<file path="src/boot_loader_pkg.sv">
// constants and carrier types for the boot loader mode controller
package boot_loader_pkg;
  localparam int unsigned INTERNAL_MEM_ENABLE_BIT_BIT = 10;
  localparam int unsigned BYTE_HIGH_DISABLE_BIT_BIT = 9;
  localparam int unsigned EXT_PERIPH_ENABLE_BIT_BIT = 2;
  localparam int unsigned SEGMAP_BIT = 12;
  localparam int unsigned BUSACT_BIT = 10;
  localparam int unsigned LATCH_BIT = 9;
  localparam int unsigned BUS_TYPE_FIELD_LSB = 6;
  localparam logic [15:0] SYSTEM_CONFIG_REG_BOOT = 16'h0404;
  localparam logic [15:0] SYSTEM_CONFIG_REG_NORMAL = 16'h0000;
  localparam logic [15:0] BUSCON_OFF = 16'h0000;
  localparam logic [15:0] SERIAL_CONTROL_REG_BOOT = 16'h8011;
  localparam logic [15:0] CANCTL_BOOT = 16'h0000;
  localparam logic [15:0] EXT_PERIPH_SELECT_REG_CAN = 16'h042d;
  localparam logic [15:0] CP_BOOT = 16'hfa00;
  localparam logic [15:0] STACK_UNDERFLOW_LIMIT_BOOT = 16'hfc00;
  localparam logic [15:0] SP_BOOT = 16'hfa40;
  localparam logic [15:0] STACK_OVERFLOW_LIMIT_BOOT = 16'hfa00;
  localparam logic [15:0] ZERO16 = 16'h0000;
  localparam logic [23:0] LOAD_BASE = 24'h00fa40;
  localparam logic [23:0] RESET_VEC = 24'h000000;
  localparam logic [23:0] TEST_LO = 24'h000000;
  localparam logic [23:0] TEST_HI = 24'h001fff;
  localparam logic [23:0] SEG0_HI = 24'h007fff;
  localparam logic [23:0] USER_LO = 24'h010000;
  localparam logic [23:0] USER_HI = 24'h08ffff;
  localparam int unsigned UART_BYTES = 32;
  localparam int unsigned CAN_BYTES = 128;
  localparam logic [7:0] OFF_CTRL = 8'h00;
  localparam logic [7:0] OFF_STATUS = 8'h04;
  localparam logic [7:0] OFF_SYSTEM_CONFIG_REG = 8'h08;
  localparam logic [7:0] OFF_BUSCON = 8'h0c;
  localparam int unsigned CTRL_SWRST_BIT = 0;

  typedef enum logic [3:0] {
    ST_NORMAL = 4'b0001,
    ST_WAIT_LINK = 4'b0010,
    ST_LOAD = 4'b0100,
    ST_RUN = 4'b1000
  } state_t;

  typedef enum logic [1:0] {
    LINK_NONE = 2'h0,
    LINK_UART = 2'h1,
    LINK_CAN = 2'h2
  } link_t;

  typedef enum logic [1:0] {
    ACC_FETCH = 2'h0,
    ACC_READ = 2'h1,
    ACC_WRITE = 2'h2
  } acc_t;

  typedef enum logic [1:0] {
    TGT_EXT = 2'h0,
    TGT_USER = 2'h1,
    TGT_TEST = 2'h2,
    TGT_DENY = 2'h3
  } tgt_t;

  typedef struct packed {
    logic [15:0] system_config_reg;
    logic [15:0] buscon;
    logic [15:0] serial_control_reg;
    logic [15:0] serial_baud_reg;
    logic [15:0] canctl;
    logic [15:0] canbtr;
    logic [15:0] ext_periph_select_reg;
    logic [15:0] cp;
    logic [15:0] sp;
    logic [15:0] stack_underflow_limit;
    logic [15:0] stack_overflow_limit;
  } preset_t;

  typedef struct packed {
    logic uart_tx;
    logic uart_tx_dir;
    logic can_tx;
    logic can_tx_dir;
    logic can_pins_en;
  } pin_ctl_t;

  typedef struct packed {
    tgt_t target;
    logic [23:0] offset;
  } fl_resp_t;
endpackage

</file>
<file path="src/boot_loader_mode_ctrl.sv">
// boot loader mode control: entry, presets, download, flash routing, exit
// Operation
// RULE1 - strap low at reset end starts loader
// RULE2 - host holds strap low during reset
// RULE3 - watchdog stays disabled in loader mode
// RULE4 - system config preset, peripheral bit conditional
// RULE5 - memory enable forced, byte disable from straps
// RULE6 - access pin high clears bus config
// RULE7 - access pin low enables bus, type from straps
// RULE8 - uart boot presets serial, baud, tx pin
// RULE9 - can boot clears control, timing, tx pin; the code loads timing from the link and drives the tx pin high
// RULE10 - can boot presets peripheral select register
// RULE11 - only the selected link transmit is output
// RULE12 - no execution from user flash in loader
// RULE13 - all fetches come from test flash window; the code denies user flash fetches and sends other fetches to external memory
// RULE14 - user flash read/write only, test hidden
// RULE15 - flash writes addressed in segment one
// RULE16 - reads placed by segment map bit
// RULE17 - store 32 or 128 bytes from load base
// RULE18 - jump to first byte, stay in loader
// RULE19 - eight segments withhold can pins
// RULE20 - exit on soft reset or strap high
// RULE21 - after exit start at vector zero
// RULE22 - degenerated soft reset resamples the strap
`timescale 1ns/1ps
`default_nettype none
module boot_loader_mode_ctrl
  import boot_loader_pkg::*;
#(
  parameter int unsigned UART_LOAD = UART_BYTES,
  parameter int unsigned CAN_LOAD = CAN_BYTES,
  parameter int unsigned CNT_W = 8
) (
  input wire logic CORE_CLK,
  input wire logic RST,
  input wire logic HW_RST_DONE,
  input wire logic SW_RST,
  input wire logic BOOT_STRAP_PIN,
  input wire logic EXTERNAL_ACCESS_PIN,
  input wire logic ALT_BOOT,
  input wire logic BUS_WIDTH8,
  input wire logic [1:0] BUS_TYPE_STRAP,
  input wire logic SEG8_SELECT,
  input wire logic LINK_UART_DET,
  input wire logic LINK_CAN_DET,
  input wire logic [15:0] LINK_TIMING,
  input wire logic RX_VALID,
  input wire logic [7:0] RX_DATA,
  input wire logic FL_REQ,
  input wire logic [1:0] FL_KIND,
  input wire logic [23:0] FL_ADDR,
  input wire logic PSEL,
  input wire logic PENABLE,
  input wire logic PWRITE,
  input wire logic [7:0] PADDR,
  input wire logic [31:0] PWDATA,
  output logic [31:0] PRDATA,
  output logic PREADY,
  output logic PSLVERR,
  output logic BOOT_LOADER_MODE,
  output logic WDT_DISABLE,
  output preset_t PRESET,
  output pin_ctl_t PINS,
  output logic RAM_WE,
  output logic [23:0] RAM_ADDR,
  output logic [7:0] RAM_DATA,
  output logic JUMP,
  output logic [23:0] JUMP_ADDR,
  output logic RESTART,
  output tgt_t RESTART_TARGET,
  output logic FL_VALID,
  output fl_resp_t FL_RESP
);

  if (UART_LOAD < 1 || CAN_LOAD < 1 || CAN_LOAD >= (1 << CNT_W)
      || UART_LOAD >= (1 << CNT_W) || CNT_W > 28) begin : g_chk
    $error("byte counter width does not suit the load counts");
  end

  function automatic logic in_rng(input logic [23:0] a, input logic [23:0] lo,
                                  input logic [23:0] hi);
    in_rng = (a >= lo) && (a <= hi);
  endfunction

  // outside loader mode the latched access pin picks user flash or external memory
  function automatic tgt_t norm_target(input logic ea_high);
    norm_target = ea_high ? TGT_USER : TGT_EXT;
  endfunction

  state_t state_q, state_d;
  link_t link_q;
  preset_t preset_q;
  pin_ctl_t pins_q;
  logic ea_high_q;
  logic [CNT_W-1:0] cnt_q;
  logic [CNT_W-1:0] last_idx;
  logic ram_we_q, jump_q, restart_q, fl_valid_q;
  logic [23:0] ram_addr_q;
  logic [7:0] ram_data_q;
  tgt_t restart_tgt_q;
  fl_resp_t fl_resp_q;
  logic [31:0] prdata_q;

  // event decoding
  wire boot_mode = !state_q[0];
  wire apb_setup = PSEL && !PENABLE;
  wire apb_wr = PSEL && PENABLE && PWRITE;
  wire hit_ctrl = PADDR == OFF_CTRL;
  wire hit_status = PADDR == OFF_STATUS;
  wire hit_system_config_reg = PADDR == OFF_SYSTEM_CONFIG_REG;
  wire hit_buscon = PADDR == OFF_BUSCON;
  wire hit_any = hit_ctrl || hit_status || hit_system_config_reg || hit_buscon;
  wire reg_swrst = apb_wr && hit_ctrl && PWDATA[CTRL_SWRST_BIT];
  wire soft_exit = SW_RST || reg_swrst;
  wire hw_boot = HW_RST_DONE && !BOOT_STRAP_PIN; // RULE1 RULE2
  wire hw_norm = HW_RST_DONE && BOOT_STRAP_PIN; // RULE22
  // a hardware reset end outranks a soft reset in the same cycle
  wire go_normal = hw_norm || (soft_exit && !HW_RST_DONE && boot_mode); // RULE20
  wire can_ok = !SEG8_SELECT; // RULE19
  wire uart_pick = state_q == ST_WAIT_LINK && LINK_UART_DET;
  // uart takes priority when both detectors fire together
  wire can_pick = state_q == ST_WAIT_LINK && LINK_CAN_DET && !LINK_UART_DET && can_ok;
  wire rx_take = state_q == ST_LOAD && RX_VALID;
  wire rx_last = rx_take && cnt_q == last_idx;

  assign last_idx = (link_q == LINK_CAN) ? CNT_W'(CAN_LOAD - 1) : CNT_W'(UART_LOAD - 1);

  // startup presets shared by both link kinds
  logic [15:0] system_config_reg_entry, buscon_entry;
  always_comb begin
    system_config_reg_entry = SYSTEM_CONFIG_REG_BOOT; // RULE4
    system_config_reg_entry[EXT_PERIPH_ENABLE_BIT_BIT] = ALT_BOOT; // RULE4
    system_config_reg_entry[INTERNAL_MEM_ENABLE_BIT_BIT] = 1'b1; // RULE5
    system_config_reg_entry[BYTE_HIGH_DISABLE_BIT_BIT] = BUS_WIDTH8; // RULE5
    buscon_entry = BUSCON_OFF; // RULE6
    if (!EXTERNAL_ACCESS_PIN) begin
      buscon_entry[BUSACT_BIT] = 1'b1; // RULE7
      buscon_entry[LATCH_BIT] = 1'b1; // RULE7
      buscon_entry[BUS_TYPE_FIELD_LSB +: 2] = BUS_TYPE_STRAP; // RULE7
    end
  end

  always_comb begin
    state_d = state_q;
    if (hw_boot) begin
      state_d = ST_WAIT_LINK;
    end else if (go_normal) begin
      state_d = ST_NORMAL;
    end else begin
      unique case (state_q)
        ST_NORMAL: state_d = ST_NORMAL;
        ST_WAIT_LINK: begin
          if (uart_pick || can_pick) begin
            state_d = ST_LOAD;
          end
        end
        ST_LOAD: begin
          if (rx_last) begin
            state_d = ST_RUN; // RULE18
          end
        end
        ST_RUN: state_d = ST_RUN;
        default: state_d = ST_NORMAL;
      endcase
    end
  end

  always_ff @(posedge CORE_CLK) begin
    if (RST) begin
      state_q <= ST_NORMAL;
      link_q <= LINK_NONE;
      ea_high_q <= 1'b1;
    end else begin
      state_q <= state_d;
      // the access pin only counts as a hardware reset ends
      if (HW_RST_DONE) begin
        ea_high_q <= EXTERNAL_ACCESS_PIN;
      end
      if (hw_boot) begin
        link_q <= LINK_NONE;
      end else if (uart_pick) begin
        link_q <= LINK_UART;
      end else if (can_pick) begin
        link_q <= LINK_CAN;
      end
    end
  end

  // configuration presets; software may rewrite the system config later
  always_ff @(posedge CORE_CLK) begin
    if (RST) begin
      preset_q <= '0;
    end else if (hw_boot) begin
      preset_q.system_config_reg <= system_config_reg_entry;
      preset_q.buscon <= buscon_entry;
      preset_q.cp <= CP_BOOT;
      preset_q.sp <= SP_BOOT;
      preset_q.stack_underflow_limit <= STACK_UNDERFLOW_LIMIT_BOOT;
      preset_q.stack_overflow_limit <= STACK_OVERFLOW_LIMIT_BOOT;
      preset_q.serial_control_reg <= ZERO16;
      preset_q.serial_baud_reg <= ZERO16;
      preset_q.canctl <= ZERO16;
      preset_q.canbtr <= ZERO16;
      preset_q.ext_periph_select_reg <= ZERO16;
    end else if (go_normal) begin
      // each field written once; this branch loads the normal reset values on exit
      preset_q.system_config_reg <= SYSTEM_CONFIG_REG_NORMAL;
      preset_q.buscon <= ZERO16;
      preset_q.serial_control_reg <= ZERO16;
      preset_q.serial_baud_reg <= ZERO16;
      preset_q.canctl <= ZERO16;
      preset_q.canbtr <= ZERO16;
      preset_q.ext_periph_select_reg <= ZERO16;
      preset_q.cp <= ZERO16;
      preset_q.sp <= ZERO16;
      preset_q.stack_underflow_limit <= ZERO16;
      preset_q.stack_overflow_limit <= ZERO16;
    end else if (uart_pick) begin
      preset_q.serial_control_reg <= SERIAL_CONTROL_REG_BOOT; // RULE8
      preset_q.serial_baud_reg <= LINK_TIMING; // RULE8
    end else if (can_pick) begin
      preset_q.canctl <= CANCTL_BOOT; // RULE9
      preset_q.canbtr <= LINK_TIMING; // RULE9
      preset_q.ext_periph_select_reg <= EXT_PERIPH_SELECT_REG_CAN; // RULE10
      preset_q.system_config_reg[EXT_PERIPH_ENABLE_BIT_BIT] <= 1'b1; // RULE4
    end else if (apb_wr && hit_system_config_reg) begin
      preset_q.system_config_reg <= PWDATA[15:0];
    end
  end

  // transmit pins: only the chosen link drives its line
  always_ff @(posedge CORE_CLK) begin
    if (RST) begin
      pins_q <= '0;
    end else begin
      pins_q.can_pins_en <= can_ok; // RULE19
      if (hw_boot || go_normal) begin
        pins_q.uart_tx <= 1'b0;
        pins_q.uart_tx_dir <= 1'b0;
        pins_q.can_tx <= 1'b0;
        pins_q.can_tx_dir <= 1'b0;
      end else if (uart_pick) begin
        pins_q.uart_tx <= 1'b1; // RULE8 RULE11
        pins_q.uart_tx_dir <= 1'b1; // RULE8 RULE11
      end else if (can_pick) begin
        pins_q.can_tx <= 1'b1; // RULE9 RULE11
        pins_q.can_tx_dir <= 1'b1; // RULE9 RULE11
      end
    end
  end

  // download into dual-port ram, then jump to its first byte
  always_ff @(posedge CORE_CLK) begin
    if (RST) begin
      cnt_q <= '0;
      ram_we_q <= 1'b0;
      ram_addr_q <= LOAD_BASE;
      ram_data_q <= '0;
      jump_q <= 1'b0;
    end else begin
      ram_we_q <= rx_take && !go_normal && !hw_boot;
      jump_q <= rx_last && !go_normal && !hw_boot; // RULE18
      // the count restarts at entry and at link choice, so a repeated boot starts clean
      if (hw_boot || uart_pick || can_pick) begin
        cnt_q <= '0;
      end else if (rx_take) begin
        cnt_q <= cnt_q + 1'b1; // RULE17
        ram_addr_q <= LOAD_BASE + 24'(cnt_q); // RULE17
        ram_data_q <= RX_DATA;
      end
    end
  end

  // leaving loader mode restarts at vector zero, target chosen by access pin
  always_ff @(posedge CORE_CLK) begin
    if (RST) begin
      restart_q <= 1'b0;
      restart_tgt_q <= TGT_USER;
    end else begin
      restart_q <= go_normal && boot_mode; // RULE21
      if (go_normal) begin
        // a hardware exit reads the pin live; a soft exit keeps the latched level
        restart_tgt_q <= norm_target(hw_norm ? EXTERNAL_ACCESS_PIN : ea_high_q); // RULE21
      end
    end
  end

  // flash routing
  wire segmap = preset_q.system_config_reg[SEGMAP_BIT];
  wire a_test = in_rng(FL_ADDR, TEST_LO, TEST_HI);
  wire a_seg0 = in_rng(FL_ADDR, TEST_LO, SEG0_HI);
  wire a_user = in_rng(FL_ADDR, USER_LO, USER_HI);
  wire [23:0] user_off = FL_ADDR - USER_LO;
  // test flash only ever serves fetches; reads and writes never reach it
  fl_resp_t route;
  always_comb begin
    route.target = norm_target(ea_high_q); // RULE21
    route.offset = FL_ADDR;
    if (boot_mode) begin
      route.target = TGT_EXT;
      unique case (acc_t'(FL_KIND))
        ACC_FETCH: begin
          if (a_test) begin
            route.target = TGT_TEST; // RULE13
          end else if (a_user) begin
            // user flash fetches are refused, never executed
            route.target = TGT_DENY; // RULE12
          end
        end
        ACC_READ: begin
          if (a_user) begin
            route.target = TGT_USER; // RULE14
            route.offset = user_off;
          end else if (a_seg0 && !segmap) begin
            route.target = TGT_USER; // RULE16
          end
        end
        ACC_WRITE: begin
          if (a_user) begin
            route.target = TGT_USER; // RULE14 RULE15
            route.offset = user_off;
          end else if (a_seg0) begin
            route.target = TGT_DENY; // RULE14 RULE15
          end
        end
        default: route.target = TGT_DENY;
      endcase
    end
  end

  always_ff @(posedge CORE_CLK) begin
    if (RST) begin
      fl_valid_q <= 1'b0;
      fl_resp_q <= '0;
    end else begin
      fl_valid_q <= FL_REQ;
      if (FL_REQ) begin
        fl_resp_q <= route;
      end
    end
  end

  // apb: read data captured in setup, answered with no wait state
  // the count is zero-extended, so the layout holds for any legal counter width
  wire [31:0] status_word = 32'({cnt_q, link_q, boot_mode, 1'b0});
  // read-only registers drop writes; unmapped offsets read zero with an error
  wire [31:0] rd_mux = hit_status ? status_word
                     : hit_system_config_reg ? {16'h0000, preset_q.system_config_reg}
                     : hit_buscon ? {16'h0000, preset_q.buscon}
                     : 32'h00000000;
  always_ff @(posedge CORE_CLK) begin
    if (RST) begin
      prdata_q <= '0;
    end else if (apb_setup) begin
      prdata_q <= PWRITE ? 32'h00000000 : rd_mux;
    end
  end

  assign PRDATA = prdata_q;
  assign PREADY = 1'b1;
  assign PSLVERR = PSEL && PENABLE && !hit_any;
  assign BOOT_LOADER_MODE = boot_mode;
  assign WDT_DISABLE = boot_mode; // RULE3 RULE18
  assign PRESET = preset_q;
  assign PINS = pins_q;
  assign RAM_WE = ram_we_q;
  assign RAM_ADDR = ram_addr_q;
  assign RAM_DATA = ram_data_q;
  assign JUMP = jump_q;
  assign JUMP_ADDR = LOAD_BASE; // RULE18
  assign RESTART = restart_q;
  assign RESTART_TARGET = restart_tgt_q;
  assign FL_VALID = fl_valid_q;
  assign FL_RESP = fl_resp_q;

endmodule
`default_nettype wire

</file>
<file path="config.mk">
export PLATFORM = sky130hd
export DESIGN_NAME = boot_loader_mode_ctrl
export DESIGN_NICKNAME = d
export VERILOG_FILES = /design/src/boot_loader_pkg.sv /design/src/boot_loader_mode_ctrl.sv
export SDC_FILE = /design/constraint.sdc
export NUM_CORES = 1
export LEC_CHECK = 0
export ABC_CLOCK_PERIOD_IN_PS = 2100
export BUFFER_PORTS_ARGS = -buffer_cell sky130_fd_sc_hd__buf_4
export CAP_MARGIN = 15
export CELL_PAD_IN_SITES_DETAIL_PLACEMENT = 0
export CELL_PAD_IN_SITES_GLOBAL_PLACEMENT = 1
export CORE_MARGIN = 5
export CORE_UTILIZATION = 28
export CTS_BUF_LIST = sky130_fd_sc_hd__clkbuf_8
export CTS_CLUSTER_DIAMETER = 80
export CTS_CLUSTER_SIZE = 16
export DETAILED_ROUTE_END_ITERATION = 12
export PLACE_DENSITY = 0.9
export REMOVE_ABC_BUFFERS = 1
export SLEW_MARGIN = 0
export SYNTH_ARGS = -nofsm -noshare
export SYNTH_HDL_FRONTEND = slang
export SYNTH_SLANG_ARGS = --single-unit
</file>
<file path="constraint.sdc">
create_clock -name CORE_CLK -period 2.1 [get_ports CORE_CLK]
set_input_delay 0.105 -clock CORE_CLK [delete_from_list [all_inputs] [get_ports CORE_CLK]]
set_output_delay 0.105 -clock CORE_CLK [all_outputs]
set_load 0.005 [all_outputs]
</file>
==> results of run 1 <==
[layout make-up]
type                            count  area, um2
Clock buffer                       17      234.0
Clock inverter                     14      173.9
Fill cell                        2480      14670
Inverter                           12      45.04
Multi-Input combinational cell    618       3194
Sequential cell                   136       2723
Tap cell                          324      405.4
Timing Repair Buffer              356       2878
[state kept, by name (all words and copies together) (netlist names)]
signal	flops
RAM_DATA	8
PINS	3
link_q	2
PRDATA	16
RESTART	1
FL_VALID	1
RESTART_TARGET	1
RAM_WE	1
state_q	4
PRESET	54
JUMP	1
RAM_ADDR	9
cnt_q	8
ea_high_q	1
FL_RESP	26
[final timing paths]
kind / to / slack, ps / cells past startpoint / start
max: FL_RESP[23]$_SDFFE_PP0P_ / 30 / 7 / FL_ADDR[21]
min: PRESET[169]$_SDFFE_PP0P_ / 40 / 3 / PWDATA[9]
max reg2reg: FL_RESP[23]$_SDFFE_PP0P_ / 120 / 5 / state_q[0]$_SDFFE_PP1P_
min reg2reg: RAM_DATA[7]$_SDFFE_PP0P_ / 460 / 2 / RAM_DATA[7]$_SDFFE_PP0P_
[metrics by stage]
step	total power [mW]	area [um2]	TNS, ps	util (%)	hold slack [ps]
floorplan	2.909	5884	-479.3	-	171.7
global placement	3.291	8456	0	34.77	268.4
detailed placement	3.298	8456	-8.171	34.77	270.4
CTS	5.734	9584	0	39.41	3.510
global route	5.922	9653	-21.14	39.69	31.67
finish	5.660	9653	0	39.69	39.65
[power breakdown]
part           total (mW)  switching, mW  internal (mW)
clock network        2.30           1.12           1.18
logic               0.705          0.338          0.367
registers            2.66         0.0357           2.62
total                5.66           1.49           4.17
[critical path, cell delays in order]
cell,delay [ps]
dlygate4sd3_1,540
buf_4,140
or4_4,430
a2111o_1,420
a2bb2oi_2,140
or3_4,380
a311oi_2,270
[cells by family after synthesis]
kind of cell	count (synthesis)	share of synthesized area, %
compound gates	146	12.97
xor+xnor	7	0.8890
fa+ha+maj	8	1.451
buf+inv	232	23.28
flops	136	39.48
mux	19	2.794
other cells	2	0.1089
simple gates	290	19.03
[layer usage]
layer | part of all wire (%) | track usage [%]
met4 | 1.2 | 3.842
met5 | 0 | 0
met2 | 51 | 26.00
met3 | 7.9 | 4.503
met1 | 40 | 17.05
[synth_stat cells, drive strengths merged, types with 2 or more instances]
cell / number
a2111oi: 4
a211oi: 6
a21bo: 2
a21oi: 89
a221oi: 2
a22oi: 18
a311oi: 3
and2: 3
and3: 4
buf: 190
clkbuf: 30
conb: 2
dfxtp: 136
ha: 8
inv: 12
mux2: 2
mux2i: 17
nand2: 154
nand2b: 11
nand3: 4
nand4: 4
nor2: 63
nor2b: 6
nor3: 6
nor3b: 4
nor4: 10
nor4b: 5
o211a: 2
o21ai: 12
or2: 2
or3: 4
or4: 4
xnor2: 4
xor2: 3
[timing repair]
| action | in CTS | in global routing |
|---|---|---|
| endpoints found under the hold margin | 89 | 0 |
| hold buffers | 72 | 0 |
| resized for setup | 0 | 13 |
| setup endpoints to repair | 0 | 8 |
==> results.ini, run 1 <==
[run_status]
status = completed

[timing]
tightest_slew_ps = 858.2
drv_slew = 0
layout_setup_ws_ps = 34.79
finalCriticalPeriod_ps = 2065
finalCritPeriodShare_pct = 98.34
maxSlewHeadroom_pct = 42.71
max_freq_mhz = 484.2
clock_skew_ps = 15.26
hold_viol = 0
final-setup-viol-count = 0
rsz0062_at_grt = true

[clock_tree]
clkTransAtPathRegs_ps = 80
cts_sinks = 136
cts_buffer_depth = 2
htreeDepth = 4
insertion_delay_ps = 440
cts.root.buffer_cell = clkbuf_8
cts_tree = done
numCtsBuffers = 17
post_cts.repair.setup_buffers = 0

[detailed_routing]
drt_wl_total_um = 21720
via_count = 6305
drc = 0
ant_nets = 0
routed_via_density = 4.269
wl_per_cell_um = 14.71
dr.pass1.iters = 7
drt_iter0_drc = 269

[global_route]
antenna_found_initial = 0
overflow = 0
grt_use_total_pct = 14.61
grt_pass1_wl_um = 33060
grt_pass1_vias = 6166
grt_max_degree = 41

[synthesis]
ys_ff_latch = 136
synth_edf_count = 0
ys_seq_area_share_pct = 39.48
ys.flop_type = dfxtp_1
synth_top_cell_area_share_pct = 39.48
post-synth-top-area-cell = dfxtp_1
ys_warn_count = 0
synthArstFlopShare_pct = 0
mappedNetlistArea_um2 = 6897
ys_types = 57
synthTopCellsByArea = dfxtp_1 39%, buf_4 20%, nand2_1 8.4%
synth_area_per_cell_um2 = 8.210
synth_cells = 840

[worst_setup_path]
cp.required_ps = 2460
end_kind = register
criticalPathCategory = input pin to register
cp.arrival_ps = 2420
path_max_fanout = 3
startpoint_type = input pin

[layout]
drive_gt1_share_pct = 29.31
insertedDiodeCount = 0
final_common_cell = buf_4
final_cell_mix = 282 x buf_4, 154 x nand2_1, 148 x conb_1, 136 x dfxtp_1, 89 x a21oi_1
nets = 1257
syn2layout_area_growth_pct = 39.97
stdcell_count = 1477

[pwr]
powerDensity_nw_per_um2 = 586.3
ir_drop_uv = 385.2
leakage_nw = 4.284

[flow_run]
max-cap-violations = 0

[floorplan]
die_w_um = 166.9
initial_core_util_pct = 28.36
core-area_um2 = 24320
ios = 413
std_cell_rows = 57
die-area_um2 = 27870
dieHeight_um = 166.9

[placed_design]
gp_congestion = 0.8115
placed_cells = 1374
dpl.hpwl_um = 16110
port_buffers = 248
post-place-ws_ps = -5.234

[hold_path]
hold_class = input pin to register

Power figures use the tool's default switching activity.
==> run 2, diff against run 1 <==
- PLACE_DENSITY: 0.9 -> 0.76
==> run 2 against run 1 <==
Compared with the run above:
- total power up 3.6%
- global-route usage down 0.15 points
- flip-flop and latch count unchanged
- critical path type unchanged
- first-iteration DRC count up 27%
- die area unchanged
- combinational power down 1%
- maximum frequency up 2.1%
- non-clock buffer count down 3
- sequential share of layout area about the same
==> results.ini, run 2 (synthesis results as in run 1) <==
[global_route]
overflow = 0  ; unchanged
grt_use_total_pct = 14.46  ; -0.15 points
grt_pass1_vias = 5871  ; -4.8%
grt_pass1_wl_um = 32660  ; -1.2%
grt_max_degree = 47  ; +15%
antenna_found_initial = 0  ; unchanged

[floorplan]
core-area_um2 = 24320  ; unchanged
std_cell_rows = 57  ; unchanged
dieHeight_um = 166.9  ; unchanged
die-area_um2 = 27870  ; unchanged
ios = 413  ; unchanged
die_w_um = 166.9  ; unchanged
initial_core_util_pct = 28.36  ; unchanged

[detailed_routing]
dr.pass1.iters = 5  ; -2
wl_per_cell_um = 14.62  ; -0.61%
drt_iter0_drc = 342  ; +27%
routed_via_density = 4.210  ; -1.4%
via_count = 6206  ; -1.6%
drc = 0  ; unchanged
ant_nets = 0  ; unchanged
drt_wl_total_um = 21540  ; -0.81%

[worst_setup_path]
critPathCapture = FL_RESP[23]$_SDFFE_PP0P_
criticalPathCategory = input pin to register
slowest_delay_ps = 540  ; about the same
worst-r2r-setup-slack_ps = 120  ; about the same
end_kind = register
path_max_fanout = 6  ; +3
r2r_cells = 5  ; unchanged
cp.required_ps = 2440  ; -20 ps
worstPathCellList = dlygate4sd3_1, buf_4, inv_1, ha_4, nand2b_4, a2111o_1, a2bb2oi_2, or3_1, a311oi_1
regToRegEndpoint = FL_RESP[23]$_SDFFE_PP0P_
crit_start = FL_ADDR[17]
cp_num_cells = 9  ; +2
worst-path-buf-inv = 3  ; +1
r2r_start = state_q[0]$_SDFFE_PP1P_
path_delay_family = compound AO/OA/AOI/OAI gates
slowest_stage = dlygate4sd3_1
startpoint_type = input pin
cp.arrival_ps = 2360  ; -60 ps

[layout]
syn2layout_area_growth_pct = 40.06  ; about the same
ff_latch_area_um2 = 2724  ; about the same
fillers = 2480  ; unchanged
final_area_um2 = 9659  ; about the same
multi_input_area_um2 = 3196  ; about the same
insertedDiodeCount = 0  ; unchanged
final_common_cell = buf_4
final_cell_mix = 281 x buf_4, 154 x nand2_1, 148 x conb_1, 135 x dfxtp_1, 89 x a21oi_1
drive_gt1_share_pct = 28.96  ; -0.36 points
largest_reg_flops = 54  ; unchanged
stdcell_count = 1474  ; -0.20%
nets = 1254  ; -0.24%

[placed_design]
gp_congestion = 0.8054  ; -0.75%
dpl.hpwl_um = 15990  ; -0.72%
post-place-ws_ps = -47.76  ; -42.53 ps
placed_cells = 1372  ; -0.15%
dpl_cell_area_um2 = 8428  ; -0.33%
port_buffers = 248  ; unchanged

[clock_tree]
cts_buffer_depth = 2  ; unchanged
cts.root.buffer_cell = clkbuf_8
cts_tree = done
post_cts.repair.setup_buffers = 0  ; unchanged
cts_sinks = 136  ; unchanged
numCtsBuffers = 17  ; unchanged
insertion_delay_ps = 440  ; about the same
clkTransAtPathRegs_ps = 90  ; about the same
htreeDepth = 4  ; unchanged

[timing]
layout_setup_ws_ps = 77.38  ; +42.58 ps
tightest_slew_ps = 845.7  ; -12.54 ps
finalCriticalPeriod_ps = 2023  ; -42.58 ps
final-setup-viol-count = 0  ; unchanged
rsz0062_at_grt = false
finalCritPeriodShare_pct = 96.32  ; -2.0 points
max_freq_mhz = 494.4  ; +2.1%
maxSlewHeadroom_pct = 43.55  ; +0.84 points
clock_skew_ps = 12.40  ; -2.857 ps
hold_viol = 0  ; unchanged
drv_slew = 0  ; unchanged

[pwr]
leakage_nw = 4.294  ; +0.22%
ir_drop_uv = 332.1  ; -14%
powerDensity_nw_per_um2 = 607.0  ; +3.5%
power_mw = 5.863  ; +3.6%

[flow_run]
max-cap-violations = 0  ; unchanged

[run_status]
status = completed

[hold_path]
min_from = BOOT_STRAP_PIN
hold_class = input pin to register

-- run 2: worst register-to-register path: cells and delay by family, from the launching register on --
kind	cells	cell delay, ps
AO/OA/AOI/OAI	3	790
flip-flops	1	400
AND/OR/NAND/NOR	2	690
-- run 2: layer usage --
layer,GRT usage [%],routed length (um)
met1,18.33,9170
met3,4.266,1605
met5,0,0
met4,4.127,296
met2,23.93,10470
-- run 2: cell type report --
class | instances | share of cell area, %
Clock buffer | 18 | 2.565
Clock inverter | 13 | 2.085
Inverter | 12 | 0.4663
Multi-Input combinational cell | 618 | 33.08
Sequential cell | 136 | 28.20
Tap cell | 324 | 4.197
Timing Repair Buffer | 353 | 29.40
-- run 2: how the worst min path moves through the flow --
stage                                                 to  slack, ps  cells past startpoint
after floorplan                       PINS[0]$_SDFF_PP0_        170                      1
after global placement                PINS[0]$_SDFF_PP0_        270                      2
after detailed placement              PINS[0]$_SDFF_PP0_        280                      2
after CTS                 RESTART_TARGET[0]$_SDFFE_PP1P_          1                      5
after global routing            PRESET[169]$_SDFFE_PP0P_         20                      3
final                     RESTART_TARGET[0]$_SDFFE_PP1P_         30                      5
-- run 2: report_power, final --
group	total, mW	leakage [nW]	switching, mW	internal, mW
clock network	2.51	0.232	1.07	1.44
logic	0.697	2.96	0.335	0.363
registers	2.66	1.10	0.0368	2.62
total	5.86	4.29	1.44	4.42
-- run 2: repair_timing --
| action | in CTS | in global routing |
|---|---|---|
| gates resized for setup | 0 | 15 |
| endpoints found under the setup margin | 0 | 12 |
| hold buffers | 71 | 0 |
| endpoints found under the hold margin | 88 | 0 |
-- run 2: stage by stage --
step                      utilization [%]  setup TNS, ps  hold slack (ps)
after floorplan                         -         -479.3            171.7
after global placement              34.66              0            274.0
after detailed placement            34.66         -57.44            280.5
after CTS                           39.42              0           0.9938
after global routing                39.72              0            19.03
final                               39.72              0            32.60
==> run 3, diff against run 2 <==
- ABC_CLOCK_PERIOD_IN_PS: 2100 -> 1700
- clock period: 2.1 -> 1.7 ns (I/O delays scaled with it)
==> run 3 against run 2 <==
Compared with the run above:
- the run now ends with setup timing left
- worst setup slack got worse by 180 ps
- global-route usage up 0.60 points
- critical path depth shrank 4
- largest cell class is now non-clock buffers
==> results.ini, run 3 (synthesis results as in run 1) <==
[clock_tree]
cts_buffer_depth = 2  ; unchanged
cts_tree = done
clkTransAtPathRegs_ps = 80  ; about the same
htreeDepth = 4  ; unchanged
cts_sinks = 136  ; unchanged
numCtsBuffers = 17  ; unchanged
cts.root.buffer_cell = clkbuf_8
insertion_delay_ps = 440  ; about the same

[layout]
drive_gt1_share_pct = 33.20  ; +4.2 points
fillers = 2469  ; -0.44%
insertedDiodeCount = 0  ; unchanged
nets = 1309  ; +4.4%
utilization_pct = 41.91  ; +2.2 points
final_common_cell = buf_4
final_cell_mix = 330 x buf_4, 153 x nand2_1, 148 x conb_1, 133 x dfxtp_1, 86 x a21oi_1
syn2layout_area_growth_pct = 47.79
largest_reg_flops = 54  ; unchanged

[worst_setup_path]
cp.arrival_ps = 2150  ; -210 ps
worst-path-buf-inv = 0  ; -3
criticalPathCategory = register to register
slowest_stage = or3_4
worstPathCellList = or2b_1, a2111o_1, a2bb2oi_2, or3_4, a311oi_2
startpoint_type = register
cp.required_ps = 2040  ; -400 ps
path_delay_family = compound AO/OA/AOI/OAI gates
end_kind = register
slowest_delay_ps = 390  ; -150 ps
path_max_fanout = 7  ; +1

[detailed_routing]
wl_per_cell_um = 14.57  ; -0.34%
drc = 0  ; unchanged
dr.pass1.iters = 5  ; unchanged
routed_via_density = 4.215  ; about the same
via_count = 6444  ; +3.8%
drt_iter0_drc = 281  ; -18%
drt_wl_total_um = 22270  ; +3.4%
ant_nets = 0  ; unchanged

[placed_design]
dpl.hpwl_um = 16470  ; +3.0%
port_buffers = 248  ; unchanged
gp_congestion = 0.7935  ; -1.5%

[pwr]
ir_drop_uv = 375.0  ; +13%
leakage_nw = 4.609  ; +7.3%
power_mw = 7.351  ; +25%
powerDensity_nw_per_um2 = 721.2  ; +19%

[timing]
drv_slew = 0  ; unchanged
finalSetupTns_ps = -314.9  ; -314.9 ps
layout_setup_ws_ps = -106.4  ; -183.8 ps
hold_viol = 0  ; unchanged
rsz0062_at_grt = true
finalCritPeriodShare_pct = 106.3
final-setup-viol-count = 5  ; +5
max_freq_mhz = 553.6
finalCriticalPeriod_ps = 1806
clock_skew_ps = 11.26  ; -1.141 ps

[run_status]
status = finished, violations left
violations = setup timing

[global_route]
grt_pass1_vias = 6125  ; +4.3%
grt_pass1_wl_um = 33820  ; +3.5%
antenna_found_initial = 0  ; unchanged
grt_use_total_pct = 15.06  ; +0.60 points
grt_max_degree = 39  ; -17%
overflow = 0  ; unchanged

[floorplan]
die_w_um = 166.9  ; unchanged
core-area_um2 = 24320  ; unchanged
die-area_um2 = 27870  ; unchanged
std_cell_rows = 57  ; unchanged
dieHeight_um = 166.9  ; unchanged
initial_core_util_pct = 28.36  ; unchanged
ios = 413  ; unchanged

[hold_path]
hold_class = input pin to register

[flow_run]
max-cap-violations = 0  ; unchanged

-- run 3: changes by cell type in the layout (fill, tap and decap cells not counted), sizes merged --
cell      before  now
buf          282  337
clkbuf        18   19
clkinvlp       1    0
-- run 3: worst reg2reg max path, delay by kind of cell (launching register included) --
| family | cells | cell delay [ps] |
|---|---|---|
| and+or+nand+nor | 2 | 650 |
| DFF | 1 | 380 |
| AOI/OAI and AO/OA | 3 | 680 |
-- run 3: worst paths after layout --
check                                           endpoint                     from  slack (ps)  cells after the start
worst max-delay path            FL_RESP[21]$_SDFFE_PP0P_  state_q[0]$_SDFFE_PP1P_        -110                      5
worst min register to register    PRDATA[9]$_SDFFE_PP0P_   PRDATA[9]$_SDFFE_PP0P_         460                      2
worst min-delay path            FL_RESP[17]$_SDFFE_PP0P_              FL_ADDR[17]          50                      4
worst max register to register  FL_RESP[21]$_SDFFE_PP0P_  state_q[0]$_SDFFE_PP1P_        -110                      5
-- run 3: final cells by class --
class | count | area, um2 | share of cell area [%]
timing repair buffer | 408 | 3327 | 32.64
clock buffer | 19 | 261.5 | 2.566
tap | 324 | 405.4 | 3.977
sequential | 136 | 2729 | 26.77
multi-input combinational | 618 | 3227 | 31.66
inverter | 12 | 45.04 | 0.4419
clock inverter | 12 | 197.7 | 1.940
-- run 3: what timing repair did --
item                                    in CTS  in global routing
endpoints found under the setup margin      65                 67
pin swaps                                    6                  2
endpoints found under the hold margin       88                  0
hold buffers                                71                  0
setup buffers                                3                  0
resized for setup                           12                 19
gates cloned                                 1                  0
-- run 3: metrics by stage --
step | setup slack, ps | hold WS (ps) | cell area (um2) | std cells
2_1_floorplan | -518.8 | 151.7 | 5884 | 766
3_3_place_gp | -373.5 | 253.9 | 8861 | 1423
3_5_place_dp | -431.4 | 255.2 | 8861 | 1423
4_1_cts | -89.10 | 1.303 | 10130 | 1529
5_1_grt | -165.7 | 21.68 | 10190 | 1529
6_report | -106.4 | 45.85 | 10190 | 1529
-- run 3: power breakdown --
part,internal (mW),switching [mW]
Combinational,0.504,0.440
Clock,1.82,1.31
Sequential,3.24,0.0361
Total,5.56,1.79
-- run 3: routing by layer --
metal	vias up	wire, um	track usage, %
li1	3178	-	-
met2	282	10980	25.13
met5	-	0	0
met1	2955	9154	19.16
met3	29	1774	3.982
met4	0	361	4.411
